`src/rtl/pwmc_pkg.sv`:
```
// Constants for one motor-control PWM submodule timebase and control.
// Assumes an AHB-Lite register bus and a single 100 MHz clock.
// Operation
// Counter reads back as a signed 16-bit whole value, read only.
// Selected init signal, or external force with override enabled, loads start count.
// Active start count enters the counter at each PWM cycle start.
// Start count double buffered; writes blocked while commit flag set.
// Debug mode disables outputs unless debug-run bit set.
// Wait mode disables outputs unless sleep-run bit set.
// Pair mode bit: 0 complementary A/B, 1 independent A/B.
// Three start-level bits forced onto A, B, X on force-initialize.
// Init source field: local sync, master reload, master sync, sync pin.
// Submodule 0 holds init low for master reload or master sync settings.
// With override enabled, force initializes counter regardless of init source.
// Writing local force bit makes a force-out event when source is local.
// Force source field: seven sources in order, 111 reserved.
// Submodule 0 holds force low for master-signal force settings.
// Reload source bit: local or submodule 0 master reload with its commit flag.
// Clock source field: bus clock, timer clock, submodule 0 aux clock.
// Refresh rate reloads every N+1 opportunities, applied after current load cycle.
// Half-cycle bit makes every mid-point match a reload opportunity.
// Full-cycle bit makes every modulo match a reload opportunity.
// Aux pin sampled at end of each deadtime into two status bits.
// Prescaler divides by power of two, buffered, writes blocked while committed.
// Load mode: at next reload if committed, or immediately on commit.
// Modulo match reloads counter, asserts local sync, resets aux output.
// Mid-point match sets aux output and resets local sync.
// Counter advances by one per prescaled tick, signed 16-bit.
// Software writes zero to reserved bits; they read as zero.
package pwmc_pkg;
  localparam logic [7:0] ADDR_CNT   = 8'h00;
  localparam logic [7:0] ADDR_INIT  = 8'h04;
  localparam logic [7:0] ADDR_CTLB  = 8'h08;
  localparam logic [7:0] ADDR_CTLA  = 8'h0c;
  localparam logic [7:0] ADDR_MID   = 8'h10;
  localparam logic [7:0] ADDR_MOD   = 8'h14;
  localparam logic [7:0] ADDR_CMT   = 8'h18;
  localparam logic [7:0] ADDR_STAT  = 8'h1c;
  // Control b bit positions
  localparam int B_DBG   = 15;
  localparam int B_SLP   = 14;
  localparam int B_PAIR  = 13;
  localparam int B_ALVL  = 12;
  localparam int B_BLVL  = 11;
  localparam int B_XLVL  = 10;
  localparam int B_ISEL  = 8;
  localparam int B_OVR   = 7;
  localparam int B_FRC   = 6;
  localparam int B_FSEL  = 3;
  localparam int B_RSEL  = 2;
  localparam int B_CSEL  = 0;
  // Control a bit positions
  localparam int A_RATE  = 12;
  localparam int A_HALF  = 11;
  localparam int A_FULL  = 10;
  localparam int A_DT    = 8;
  localparam int A_CLOCK_DIVIDER  = 4;
  localparam int A_IMMEDIATE_REFRESH_SEL = 2;
  localparam logic [15:0] CTLB_WMASK = 16'hffbf;
  localparam logic [15:0] CTLA_WMASK = 16'hfc04;
  localparam logic [15:0] RST_VAL    = 16'h0000;
  localparam logic [15:0] MID_RST    = 16'h0000;
  localparam logic [15:0] MOD_RST    = 16'h00ff;
  localparam logic [1:0] ISEL_LSYNC = 2'h0;
  localparam logic [1:0] ISEL_MRLD  = 2'h1;
  localparam logic [1:0] ISEL_MSYNC = 2'h2;
  localparam logic [1:0] ISEL_PIN   = 2'h3;
  localparam logic [2:0] FSEL_LOCAL = 3'h0;
  localparam logic [2:0] FSEL_MFRC  = 3'h1;
  localparam logic [2:0] FSEL_LRLD  = 3'h2;
  localparam logic [2:0] FSEL_MRLD  = 3'h3;
  localparam logic [2:0] FSEL_LSYNC = 3'h4;
  localparam logic [2:0] FSEL_MSYNC = 3'h5;
  localparam logic [2:0] FSEL_PIN   = 3'h6;
  localparam logic [1:0] CSEL_BUS   = 2'h0;
  localparam logic [1:0] CSEL_TMR   = 2'h1;
  localparam logic [1:0] CSEL_AUX   = 2'h2;
endpackage

```
`src/rtl/pwmc_submodule.sv`:
```
// Submodule timebase: counter, buffered start count, two control registers.
// Assumes AHB-Lite single word transfers; pins from other domains.
`timescale 1ns/1ps
module pwmc_submodule #(
  parameter bit IS_SM0 = 1'b0
) (
  input  wire logic        clk,
  input  wire logic        rst,
  input  wire logic        hsel,
  input  wire logic [7:0]  haddr,
  input  wire logic [1:0]  htrans,
  input  wire logic        hwrite,
  input  wire logic [2:0]  hsize,
  input  wire logic [31:0] hwdata,
  input  wire logic        hready,
  output logic      [31:0] hrdata,
  output logic             hreadyout,
  output logic             hresp,
  input  wire logic        sync_pin,
  input  wire logic        force_pin,
  input  wire logic        timer_sourced_clock,
  input  wire logic        aux_pin,
  input  wire logic        dt0_end,
  input  wire logic        dt1_end,
  input  wire logic        debug_mode,
  input  wire logic        sleep_mode,
  input  wire logic        m_reload,
  input  wire logic        m_sync,
  input  wire logic        m_force,
  input  wire logic        m_commit,
  input  wire logic        m_aux_clk,
  output logic             reload_out,
  output logic             sync_out,
  output logic             force_out,
  output logic             aux_clk_out,
  output logic             outputs_en,
  output logic             pair_mode_sel,
  output logic             a_out,
  output logic             b_out,
  output logic             x_out,
  output logic signed [15:0] count_value
);
  // --------------------------------------------------------------
  // Field positions
  // --------------------------------------------------------------
  localparam int B_DBG   = pwmc_pkg::B_DBG;
  localparam int B_SLP   = pwmc_pkg::B_SLP;
  localparam int B_PAIR  = pwmc_pkg::B_PAIR;
  localparam int B_ALVL  = pwmc_pkg::B_ALVL;
  localparam int B_BLVL  = pwmc_pkg::B_BLVL;
  localparam int B_XLVL  = pwmc_pkg::B_XLVL;
  localparam int B_ISEL  = pwmc_pkg::B_ISEL;
  localparam int B_OVR   = pwmc_pkg::B_OVR;
  localparam int B_FRC   = pwmc_pkg::B_FRC;
  localparam int B_FSEL  = pwmc_pkg::B_FSEL;
  localparam int B_RSEL  = pwmc_pkg::B_RSEL;
  localparam int B_CSEL  = pwmc_pkg::B_CSEL;
  localparam int A_RATE  = pwmc_pkg::A_RATE;
  localparam int A_HALF  = pwmc_pkg::A_HALF;
  localparam int A_FULL  = pwmc_pkg::A_FULL;
  localparam int A_DT    = pwmc_pkg::A_DT;
  localparam int A_CLOCK_DIVIDER  = pwmc_pkg::A_CLOCK_DIVIDER;
  localparam int A_IMMEDIATE_REFRESH_SEL = pwmc_pkg::A_IMMEDIATE_REFRESH_SEL;

  // --------------------------------------------------------------
  // State
  // --------------------------------------------------------------
  typedef struct packed {
    logic        dph;
    logic        dwr;
    logic [7:0]  dad;
    logic [15:0] cnt;
    logic [15:0] init_buf;
    logic [15:0] init_act;
    logic [15:0] ctlb;
    logic [15:0] ctla;
    logic [2:0]  clock_divider_act;
    logic [3:0]  rate_act;
    logic [3:0]  opp_cnt;
    logic [6:0]  div;
    logic [15:0] mid_point_value;
    logic [15:0] modulo_value;
    logic        commit;
    logic        commit_prev;
    logic        lsync;
    logic        lreload;
    logic        xo;
    logic        ao;
    logic        bo;
    logic        frc_pulse;
    logic        fout;
    logic        clk_prev;
    logic        init_pend;
    logic        upd_pend;
    logic        oe;
    logic [31:0] rdata;
  } pwmc_state_t;
  pwmc_state_t st_q;
  pwmc_state_t st_d;

  logic [5:0] pins_s;
  logic       sync_s;
  logic       force_s;
  logic       tclk_s;
  logic       aux_s;
  logic       dt0_s;
  logic       dt1_s;

  pwmc_sync2 #(.W(6)) u_sync (
    .clk  (clk),
    .rst  (rst),
    .din  ({sync_pin, force_pin, timer_sourced_clock, aux_pin, dt0_end, dt1_end}),
    .dout (pins_s)
  );
  assign {sync_s, force_s, tclk_s, aux_s, dt0_s, dt1_s} = pins_s;

  // --------------------------------------------------------------
  // Next state
  // --------------------------------------------------------------
  logic [1:0]  isel;
  logic [2:0]  fsel;
  logic [1:0]  csel;
  logic        src_clk;
  logic        tick;
  logic        init_sig;
  logic        force_sig;
  logic        reload_sig;
  logic        eff_commit;
  logic        opp;
  logic        mod_hit;
  logic        mid_hit;
  logic        wr;
  logic        rd;
  logic [15:0] wd;
  logic        do_load;
  logic        do_init;
  logic [6:0]  div_mask;

  always_comb
  begin
    st_d = st_q;
    isel = st_q.ctlb[B_ISEL+:2];
    fsel = st_q.ctlb[B_FSEL+:3];
    csel = st_q.ctlb[B_CSEL+:2];
    wd   = hwdata[15:0];
    // Clock source selection
    case (csel)
      pwmc_pkg::CSEL_BUS: src_clk = ~st_q.clk_prev;
      pwmc_pkg::CSEL_TMR: src_clk = tclk_s;
      pwmc_pkg::CSEL_AUX: src_clk = IS_SM0 ? 1'b0 : m_aux_clk;
      default:            src_clk = 1'b0;
    endcase
    st_d.clk_prev = src_clk;
    div_mask = 7'((8'h01 << st_q.clock_divider_act) - 8'h01);
    if (csel == pwmc_pkg::CSEL_BUS)
      tick = (st_q.div & div_mask) == div_mask;
    else
      tick = src_clk & ~st_q.clk_prev & ((st_q.div & div_mask) == div_mask);
    if (csel == pwmc_pkg::CSEL_BUS || (src_clk & ~st_q.clk_prev))
      st_d.div = st_q.div + 7'h01;
    mod_hit = tick && (st_q.cnt == st_q.modulo_value);
    mid_hit = tick && (st_q.cnt == st_q.mid_point_value);
    // Init source selection
    case (isel)
      pwmc_pkg::ISEL_LSYNC: init_sig = mod_hit; // Sync event, not the level
      pwmc_pkg::ISEL_MRLD:  init_sig = IS_SM0 ? 1'b0 : m_reload;
      pwmc_pkg::ISEL_MSYNC: init_sig = IS_SM0 ? 1'b0 : m_sync;
      default:              init_sig = sync_s;
    endcase
    case (fsel)
      pwmc_pkg::FSEL_LOCAL: force_sig = st_q.frc_pulse;
      pwmc_pkg::FSEL_MFRC:  force_sig = IS_SM0 ? 1'b0 : m_force;
      pwmc_pkg::FSEL_LRLD:  force_sig = st_q.lreload;
      pwmc_pkg::FSEL_MRLD:  force_sig = IS_SM0 ? 1'b0 : m_reload;
      pwmc_pkg::FSEL_LSYNC: force_sig = st_q.lsync;
      pwmc_pkg::FSEL_MSYNC: force_sig = IS_SM0 ? 1'b0 : m_sync;
      pwmc_pkg::FSEL_PIN:   force_sig = force_s;
      default:              force_sig = 1'b0;
    endcase
    // Reload opportunity and rate
    opp = (st_q.ctla[A_HALF] & mid_hit) | (st_q.ctla[A_FULL] & mod_hit);
    reload_sig = 1'b0;
    if (opp)
    begin
      if (st_q.opp_cnt >= st_q.rate_act)
      begin
        st_d.opp_cnt  = 4'h0;
        st_d.rate_act = st_q.ctla[A_RATE+:4];
        reload_sig    = 1'b1;
      end
      else
        st_d.opp_cnt = st_q.opp_cnt + 4'h1;
    end
    st_d.lreload = reload_sig;
    if (st_q.ctlb[B_RSEL])
    begin
      eff_commit = IS_SM0 ? 1'b0 : m_commit;
      reload_sig = IS_SM0 ? 1'b0 : m_reload;
    end
    else
      eff_commit = st_q.commit;
    st_d.commit_prev = eff_commit;
    // Buffer transfer
    if (st_q.ctla[A_IMMEDIATE_REFRESH_SEL])
      do_load = eff_commit & ~st_q.commit_prev;
    else
      do_load = reload_sig & eff_commit;
    if (do_load)
    begin
      st_d.init_act = st_q.init_buf;
      st_d.upd_pend = 1'b1;
      if (st_q.commit && !st_q.ctlb[B_RSEL])
        st_d.commit = 1'b0;
    end
    if (st_q.upd_pend && mod_hit)
    begin
      st_d.clock_divider_act = st_q.ctla[A_CLOCK_DIVIDER+:3];
      st_d.upd_pend = 1'b0;
    end
    // Counter
    do_init = init_sig | (force_sig & st_q.ctlb[B_OVR]);
    if (do_init)
      st_d.cnt = st_q.init_act;
    else if (mod_hit)
      st_d.cnt = st_q.init_act;
    else if (tick)
      st_d.cnt = st_q.cnt + 16'h0001;
    // Local sync and aux output
    if (mod_hit)
    begin
      st_d.lsync = 1'b1;
      st_d.xo    = 1'b0;
    end
    else if (mid_hit)
    begin
      st_d.lsync = 1'b0;
      st_d.xo    = 1'b1;
    end
    st_d.fout = force_sig;
    if (force_sig)
    begin
      st_d.ao = st_q.ctlb[B_ALVL];
      st_d.bo = st_q.ctlb[B_BLVL];
      st_d.xo = st_q.ctlb[B_XLVL];
    end
    if (st_q.ctlb[B_PAIR] == 1'b0)
      st_d.bo = ~st_d.ao;
    st_d.oe = (~debug_mode | st_q.ctlb[B_DBG]) & (~sleep_mode | st_q.ctlb[B_SLP]);
    // Deadtime samples
    if (dt0_s)
      st_d.ctla[A_DT] = aux_s;
    if (dt1_s)
      st_d.ctla[A_DT+1] = aux_s;
    // Bus
    st_d.frc_pulse = 1'b0;
    wr = st_q.dph & st_q.dwr;
    rd = hsel & hready & htrans[1] & ~hwrite;
    st_d.dph = hsel & hready & htrans[1];
    st_d.dwr = hwrite;
    st_d.dad = haddr;
    if (wr)
    begin
      case (st_q.dad)
        pwmc_pkg::ADDR_INIT: if (!st_q.commit) st_d.init_buf = wd;
        pwmc_pkg::ADDR_CTLB:
        begin
          st_d.ctlb = wd & pwmc_pkg::CTLB_WMASK;
          st_d.frc_pulse = wd[B_FRC];
        end
        pwmc_pkg::ADDR_CTLA:
        begin
          st_d.ctla[A_RATE+:4] = wd[A_RATE+:4];
          st_d.ctla[A_HALF] = wd[A_HALF];
          st_d.ctla[A_FULL] = wd[A_FULL];
          st_d.ctla[A_IMMEDIATE_REFRESH_SEL] = wd[A_IMMEDIATE_REFRESH_SEL];
          if (!st_q.commit)
            st_d.ctla[A_CLOCK_DIVIDER+:3] = wd[A_CLOCK_DIVIDER+:3];
          if (st_q.ctla[A_IMMEDIATE_REFRESH_SEL] && !st_q.commit)
            st_d.upd_pend = 1'b1;
        end
        pwmc_pkg::ADDR_MID: st_d.mid_point_value = wd;
        pwmc_pkg::ADDR_MOD: st_d.modulo_value = wd;
        pwmc_pkg::ADDR_CMT:
        begin
          if (wd[0]) st_d.commit = 1'b1;
          else if (wd[1]) st_d.commit = 1'b0;
        end
        default: ;
      endcase
    end
    st_d.rdata = 32'h0;
    if (rd)
    begin
      case (haddr)
        pwmc_pkg::ADDR_CNT:  st_d.rdata = {16'h0, st_d.cnt};
        pwmc_pkg::ADDR_INIT: st_d.rdata = {16'h0, st_q.init_buf};
        pwmc_pkg::ADDR_CTLB: st_d.rdata = {16'h0, st_q.ctlb};
        pwmc_pkg::ADDR_CTLA: st_d.rdata = {16'h0, st_q.ctla};
        pwmc_pkg::ADDR_MID:  st_d.rdata = {16'h0, st_q.mid_point_value};
        pwmc_pkg::ADDR_MOD:  st_d.rdata = {16'h0, st_q.modulo_value};
        pwmc_pkg::ADDR_CMT:  st_d.rdata = {31'h0, st_q.commit};
        pwmc_pkg::ADDR_STAT: st_d.rdata = {29'h0, st_q.upd_pend, st_q.lsync, st_q.xo};
        default:             st_d.rdata = 32'h0;
      endcase
    end
    st_d.init_pend = do_init;
  end

  always_ff @(posedge clk)
  begin
    if (rst)
    begin
      st_q <= '0;
      st_q.modulo_value <= pwmc_pkg::MOD_RST;
    end
    else
      st_q <= st_d;
  end

  // --------------------------------------------------------------
  // Outputs
  // --------------------------------------------------------------
  assign hrdata        = st_q.rdata;
  assign hreadyout     = 1'b1;
  assign hresp         = 1'b0;
  assign reload_out    = st_q.lreload;
  assign sync_out      = st_q.lsync;
  assign force_out     = st_q.fout;
  assign aux_clk_out   = st_q.clk_prev;
  assign outputs_en    = st_q.oe;
  assign pair_mode_sel = st_q.ctlb[B_PAIR];
  assign a_out         = st_q.ao & st_q.oe;
  assign b_out         = st_q.bo & st_q.oe;
  assign x_out         = st_q.xo & st_q.oe;
  assign count_value   = st_q.cnt;

  // --------------------------------------------------------------
  // Checks
  // --------------------------------------------------------------
  chk_init_load: assert property (@(posedge clk) disable iff (rst)
    st_q.init_pend |-> st_q.cnt == $past(st_q.init_act))
    else $error("counter not loaded from start count");
  chk_commit_block: assert property (@(posedge clk) disable iff (rst)
    (wr && st_q.dad == pwmc_pkg::ADDR_INIT && st_q.commit)
    |=> st_q.init_buf == $past(st_q.init_buf))
    else $error("start count written while committed");
  chk_debug_off: assert property (@(posedge clk) disable iff (rst)
    (debug_mode && !st_q.ctlb[B_DBG] && !sleep_mode) |=> !outputs_en)
    else $error("outputs live in debug mode");
  chk_sleep_off: assert property (@(posedge clk) disable iff (rst)
    (sleep_mode && !st_q.ctlb[B_SLP]) |=> !outputs_en)
    else $error("outputs live in wait mode");
  chk_pair_comp: assert property (@(posedge clk) disable iff (rst)
    !st_q.ctlb[B_PAIR] |=> st_q.bo == ~st_q.ao)
    else $error("pair not complementary");
  chk_sync_mod: assert property (@(posedge clk) disable iff (rst)
    (mod_hit && !force_sig) |=> st_q.lsync && !st_q.xo)
    else $error("modulo match effects missing");
  chk_mid_point: assert property (@(posedge clk) disable iff (rst)
    (mid_hit && !mod_hit && !force_sig) |=> !st_q.lsync && st_q.xo)
    else $error("mid point effects missing");
  chk_count_step: assert property (@(posedge clk) disable iff (rst)
    (tick && !mod_hit && !do_init) |=> st_q.cnt == $past(st_q.cnt) + 16'h0001)
    else $error("counter did not step");
endmodule

```
`src/rtl/pwmc_sync2.sv`:
```
// Two-flop synchroniser for a bundle of pin levels.
// Assumes inputs are asynchronous to clk.
`timescale 1ns/1ps
module pwmc_sync2 #(
  parameter int W = 1
) (
  input  wire logic         clk,
  input  wire logic         rst,
  input  wire logic [W-1:0] din,
  output logic      [W-1:0] dout
);
  typedef struct packed {
    logic [W-1:0] s1;
    logic [W-1:0] s2;
  } pwmc_sync_t;
  pwmc_sync_t st_q;
  pwmc_sync_t st_d;

  always_comb
  begin
    st_d.s1 = din;
    st_d.s2 = st_q.s1;
  end

  always_ff @(posedge clk)
  begin
    if (rst)
      st_q <= '0;
    else
      st_q <= st_d;
  end

  assign dout = st_q.s2;
endmodule

```
`config.mk`:
```
export PLATFORM = sky130hd
export DESIGN_NAME = pwmc_submodule
export DESIGN_NICKNAME = d
export VERILOG_FILES = /design/src/rtl/pwmc_pkg.sv /design/src/rtl/pwmc_submodule.sv /design/src/rtl/pwmc_sync2.sv
export SDC_FILE = /design/constraint.sdc
export NUM_CORES = 1
export LEC_CHECK = 0
export BUFFER_PORTS_ARGS = -buffer_cell sky130_fd_sc_hd__clkbuf_2
export CORE_ASPECT_RATIO = 0.75
export CORE_MARGIN = 3
export CORE_UTILIZATION = 45
export CTS_CLUSTER_SIZE = 25
export DETAILED_ROUTE_END_ITERATION = 8
export HOLD_SLACK_MARGIN = 0.02
export PLACE_DENSITY = 0.65
export SETUP_SLACK_MARGIN = 0.05
export SLEW_MARGIN = 15
export SYNTH_ARGS = -nofsm -noshare
export SYNTH_HDL_FRONTEND = slang
export SYNTH_HIERARCHICAL = 1
export SYNTH_SLANG_ARGS = --single-unit
```
`constraint.sdc`:
```
create_clock -name clk -period 2.8 [get_ports clk]
set_input_delay 0.28 -clock clk [delete_from_list [all_inputs] [get_ports clk]]
set_output_delay 0.28 -clock clk [all_outputs]
set_load 0.03 [all_outputs]
```
==> run summary, run 1 <==
number of global-route vias before repair - 6087
global route overflow - 0
Seq cells post-synth - 175
Buf/Inv on CP - 1
Slew @ Worst Pin - 0.944 ns
initial antenna violation count - 0
Fin. Hold Viols - 0
CP Max Fanout - 7
CTS tree - built
FMAX - 0.399 GHz
register area - 3500 µm²
ANT cells - 0
slowest CP cell - xnor2_1
area grow syn2layout - 11.3%
total leakage power - 3.57 nW
unrepaired setup endpoints after global routing - no
EDFF count, synth - 0
most common cell after layout, fill and taps aside - dfxtp_1
first-pass GRT wire length - 35000 µm
FILL cells - 1694
post-synthesis sequential area ratio - 41.2%
multi-input combinational cell area - 4310 µm²
Top FF cell, synth - dfxtp_1
Resized Gates After CTS - 0
CP required - 3.07 ns
DP Area - 8820 µm²
synthesized area per cell - 9.19 µm²
critical setup path kind - flop to flop
setup violators final - 0
yosys warns - 6
Die X - 165 µm
Root Driver - clkbuf_16
min Tclk post-route - 2.50 ns
WP depth - 8
1st-pass router iterations - 7
most frequent cells in the layout - 175 x dfxtp_1, 101 x mux2i_1, 99 x nor2_1
Tot GR Track Use - 22.2%
Routed WL - 23000 µm
crit-path cells - xnor2_1 -> nand4_1 -> nor4_2 -> a22oi_1 -> nor3_2 -> buf_4 -> mux2i_1 -> nor2_1
worst vdd ir - 400 µV
1st-iter DRT viols - 714
Worst-Skew Late Latency - 0.43 ns
Antenna Nets Post-Route - 0
gpl congestion - 0.924
Reg clk slew, reported paths - 0.07 ns
Core Footprint - 18100 µm²
post-DP HPWL - 16700 µm
# DRC - 0
die area - 20600 µm²
synthesized instance count - 925
Worst path max stage delay - 0.40 ns
maximum level of the CTS H-tree - 4
Synth cell types - 77
via count - 6655
largest net degree at the start of global routing - 86
Layout Nets - 1036
crit start category - flop
RR Startpoint - count_value[1]
clock skew - 0.00985 ns
Crit. Startpoint - count_value[1]
CTS sink cnt - 175
setup TNS - 0 ns
final worst setup slack - 0.297 ns
critical path data arrival time - 2.78 ns
maxcap violations - 0
Die Y - 125 µm
Worst Hold Class - input pin to flop
CP delay by family, top - simple AND/OR/NAND/NOR gates
Hold Buf Count CTS - 0
Initial Util - 47.0%
Num CTS Buffers - 17
Synth async-reset ratio - 0%
status - completed
DR vias/cell - 5.45
period utilization - 89.4%
DR WL/cell - 18.8 µm
RR Endpoint - st_q[90]
number of port buffers - 83
Register-to-Register Path Depth - 8
I/O Pins - 122
crit end category - flop
PwrDens - 571 nW/µm²
std cell rows - 42
DP Worst Slack - 0.340 ns
post-synthesis cell area - 8500 µm²
final instance area - 9460 µm²
setup slack, reg-to-reg - 0.30 ns
crit path to - st_q[90]
Slew headroom - 37.0%
post-CTS setup repair buffer count - 0
clock tree buffer depth - 2
final max-slew violation count - 0
share of post-route cells with drive strength above 1 - 18.8%
[logic make-up (layout without fill, tap and decap cells)]
family | Yosys count | in the layout | synth area share (%)
AND/OR/NAND/NOR | 325 | 325 | 20.0
flip-flops | 175 | 175 | 41.2
other | 2 | 18 | 0.0884
AO/OA/AOI/OAI | 137 | 137 | 10.7
buffers and inverters | 123 | 161 | 8.78
adder cells (fa/ha/maj) | 7 | 7 | 1.03
multiplexers | 105 | 105 | 12.7
XOR/XNOR | 51 | 51 | 5.43
[synth_stat cells (3+ instances only)]
cell type  instances  area [µm²]
ha_1               7        87.6
o22ai_1           15        93.8
and3_1             9        56.3
o32a_1             3        30.0
buf_6              6        67.6
nor3b_1            4        30.0
clkbuf_1          33         124
a221oi_1           8        70.1
dfxtp_1          175        3500
a22oi_1           12        90.1
nor2b_1           14        87.6
nand3_1           14        70.1
nand2b_1           4        25.0
buf_2              6        30.0
and2_1            11        68.8
o21a_1             4        30.0
a22o_1             5        43.8
o21ai_1            3        15.0
nor3_2             4        40.0
buf_4             53         398
xnor2_1           37         324
nor3_1            13        65.1
mux2i_1          101        1010
a211oi_1           4        30.0
xor2_1            12         105
nor2_1            99         372
or3_1              4        25.0
or4_1              3        22.5
nand3b_1           4        30.0
a222oi_1           3        30.0
nor2b_2            8        70.1
nand4_1           12        75.1
nor2_4             3        33.8
nand2_1           94         353
o31ai_1            3        22.5
a21oi_1           41         205
inv_1             21        78.8
o21ai_0           17        85.1
[state kept, by name (all words and copies together), names as in the netlist]
name and cells:
aux_clk_out 1, count_value 16, csel 2, force_out 1, fsel 3, hrdata 16, isel 2, outputs_en 1
pair_mode_sel 1, reload_out 1, st_q 118, sync_out 1, u_sync/dout 6, u_sync/st_d 6
[where the power goes]
part           total, mW  leakage (nW)  internal (mW)  switching (mW)
Clock               2.57         0.301           1.51            1.06
Sequential          2.54          1.42           2.52          0.0251
Combinational      0.290          1.86         0.0913           0.198
[through the flow]
step           total power, mW  utilization, %  instances  hold slack [ns]
4_1_cts                   5.43            52.3       1221           0.0223
2_1_floorplan             2.80               -        941            0.388
5_1_grt                   5.55            52.3       1221           0.0272
6_report                  5.40            52.3       1221           0.0357
3_3_place_gp              2.88            48.8       1189            0.420
3_5_place_dp              2.88            48.8       1189            0.424
[routing by layer]
layer	track usage (%)	routed length [µm]
met1	33.1	10800
met2	33.8	10200
met3	4.33	1800
met4	3.94	180
met5	0	0
[worst min-delay path by stage]
stage | start | slack (ns) | cells after the start | end
2_1_floorplan | sleep_mode | 0.39 | 1 | outputs_en
3_3_place_gp | u_sync/st_d[1] | 0.42 | 1 | u_sync/dout[1]
3_5_place_dp | u_sync/st_d[2] | 0.42 | 1 | u_sync/dout[2]
4_1_cts | sleep_mode | 0.02 | 2 | outputs_en
5_1_grt | sleep_mode | 0.03 | 2 | outputs_en
6_report | sleep_mode | 0.04 | 2 | outputs_en
[final cells by class]
type                    instances  area share (%)
inverters                      21           0.833
multi-input cells             643            45.6
well taps                     242            3.20
repair buffers                108            6.67
flip-flops and latches        175            37.0
clock buffers                  17            4.50
clock inverters                15            2.21
Note: power is estimated with default switching activity, not from simulation.
==> run 2, diff against run 1 <==
PLACE_DENSITY = 0.62   (was 0.65)
==> run 2 against run 1 <==
Against the previous run: worst hold slack improved by 0.0041 ns; sequential power about the same; maximum frequency is 0.29% higher; first-iteration DRC count fell by 7.4%; via count is 0.12% lower; critical path type unchanged; highest routed layer unchanged.
==> run summary, run 2 (synthesis results as in run 1) <==
Die Y - 125 µm (unchanged)
RR Startpoint - count_value[12]
Worst-Skew Late Latency - 0.43 ns (about the same)
critical path data arrival time - 2.78 ns (about the same)
register area - 3500 µm² (unchanged)
via count - 6647 (-0.12%)
min Tclk post-route - 2.50 ns (-0.00712 ns)
Layout Nets - 1034 (-0.19%)
Num CTS Buffers - 17 (unchanged)
status - completed
post-DP HPWL - 16500 µm (-1.1%)
largest net degree at the start of global routing - 83 (-3.5%)
DP Area - 8800 µm² (-0.31%)
CTS tree - built
Buf/Inv on CP - 1 (unchanged)
number of global-route vias before repair - 6049 (-0.62%)
slowest CP cell - dfxtp_1
setup violators final - 0 (unchanged)
Largest register FFs - 118 (unchanged)
gpl congestion - 0.910 (-1.5%)
die area - 20600 µm² (unchanged)
final instance area - 9460 µm² (about the same)
Hold Buf Count CTS - 0 (unchanged)
Comb pwr share - 5.2% (-0.2 points)
clock power share - 48.4% (+0.9 points)
global route overflow - 0 (unchanged)
CTS sink cnt - 175 (unchanged)
Switching Share - 22.7% (-1.0 points)
Slew @ Worst Pin - 0.997 ns (+0.0525 ns)
CP required - 3.08 ns (about the same)
initial antenna violation count - 1 (+1)
post-CTS setup repair buffer count - 0 (unchanged)
std cell rows - 42 (unchanged)
DR vias/cell - 5.45 (about the same)
Root Driver - clkbuf_16
min-delay src - sleep_mode
setup slack, reg-to-reg - 0.30 ns (about the same)
Fin. Hold Viols - 0 (unchanged)
Die X - 165 µm (unchanged)
FILL cells - 1717 (+1.4%)
Power Internal - 4.24 mW (+3.0%)
critical setup path kind - flop to flop
1st-pass router iterations - 6 (-1)
clock skew - 0.00757 ns (-0.00228 ns)
Worst path max stage delay - 0.52 ns (+0.12 ns)
Routed WL - 22600 µm (-1.4%)
FMAX - 0.401 GHz (+0.29%)
worst hold path cell count - 2 (unchanged)
CP Max Fanout - 6 (-1)
most flop-heavy register - st_q
1st-iter DRT viols - 661 (-7.4%)
total leakage power - 3.57 nW (about the same)
multi-input combinational cell area - 4310 µm² (unchanged)
number of port buffers - 83 (unchanged)
switching pwr - 1.24 mW (-2.8%)
Reg clk slew, reported paths - 0.07 ns (about the same)
clock tree buffer depth - 2 (unchanged)
ANT cells - 0 (unchanged)
# DRC - 0 (unchanged)
I/O Pins - 122 (unchanged)
crit end category - flop
Resized Gates After CTS - 0 (unchanged)
maxcap violations - 0 (unchanged)
RR Endpoint - st_q[90]
final max-slew violation count - 0 (unchanged)
Hold Path Sink - outputs_en
share of post-route cells with drive strength above 1 - 18.6% (-0.17 points)
worst vdd ir - 334 µV (-17%)
DR WL/cell - 18.6 µm (-1.2%)
Register-to-Register Path Depth - 8 (unchanged)
most common cell after layout, fill and taps aside - dfxtp_1
first-pass GRT wire length - 34600 µm (-1.2%)
PwrDens - 580 nW/µm² (+1.6%)
setup TNS - 0 ns (unchanged)
area grow syn2layout - 11.3% (about the same)
crit-path cells - xnor2_1 -> nand4_1 -> nor4_2 -> a22oi_1 -> nor3_2 -> buf_4 -> mux2i_1 -> nor2_1
most frequent cells in the layout - 175 x dfxtp_1, 101 x mux2i_1, 99 x nor2_1
Tot GR Track Use - 22.0% (-0.27 points)
maximum level of the CTS H-tree - 4 (unchanged)
unrepaired setup endpoints after global routing - no
Reg power frac - 46.3% (-0.8 points)
Core Footprint - 18100 µm² (unchanged)
Worst Hold Class - input pin to flop
Slew headroom - 33.4% (-3.6 points)
crit start category - flop
Initial Util - 47.0% (unchanged)
CP delay by family, top - simple AND/OR/NAND/NOR gates
Antenna Nets Post-Route - 0 (unchanged)
period utilization - 89.1% (-0.25 points)
==> run 2: changes by cell type in the layout (fill, tap and decap cells not counted), sizes merged <==
cell and change:
inv -4, clkinv +2, bufinv +1, clkbuf +2, buf -2, clkinvlp -1
==> run 2: metrics by stage <==
stage          power (mW)  instances  setup WS, ns  hold slack [ns]  util [%]
6_report             5.49       1219         0.304           0.0398      52.3
5_1_grt              5.66       1219         0.164           0.0379      52.3
4_1_cts              5.53       1219         0.322           0.0237      52.3
3_5_place_dp         2.88       1187         0.388            0.427      48.7
3_3_place_gp         2.88       1187         0.406            0.419      48.7
2_1_floorplan        2.80        941         0.654            0.388         -
==> run 2: layout make-up <==
type                       count  share of cell area (%)
clock inverter                13                    2.22
tap                          242                    3.20
sequential                   175                    37.0
multi-input combinational    643                    45.5
timing repair buffer         106                    6.37
inverter                      21                   0.833
clock buffer                  19                    4.79
==> run 2: routing by layer <==
metal	GRT usage [%]	up-vias	wire, µm	part of all wire (%)
met1	32.7	3201	10700	47
met4	5.47	0	290	1.3
met2	32.7	230	9950	44
met3	4.17	18	1660	7.3
met5	0	-	0	0
li1	-	3198	-	-
==> run 2: power by group through the flow <==
stage | Sequential (mW) | Combinational [mW] | Clock, mW
floorplan | 2.59 | 0.204 | 0
global placement | 2.60 | 0.282 | 0
detailed placement | 2.60 | 0.283 | 0
CTS | 2.54 | 0.285 | 2.70
global route | 2.54 | 0.309 | 2.81
finish | 2.54 | 0.287 | 2.66
==> run 2: worst reg2reg max path, cell delays in order, from the launching register on <==
cell     delay [ns]
dfxtp_1        0.52
xnor2_1        0.24
nand4_1        0.15
nor4_2         0.36
a22oi_1        0.23
nor3_2         0.39
buf_4          0.22
mux2i_1        0.18
nor2_1         0.05
==> run 2: worst max path at each step <==
stage,from,to,slack [ns],cells after the start
after global routing,count_value[12],st_q[90],0.16,8
after CTS,count_value[12],st_q[90],0.32,8
after global placement,st_q[92],hrdata[11],0.41,7
after floorplan,st_q[84],st_q[127],0.65,10
final,count_value[12],st_q[90],0.30,8
after detailed placement,st_q[92],hrdata[11],0.39,7
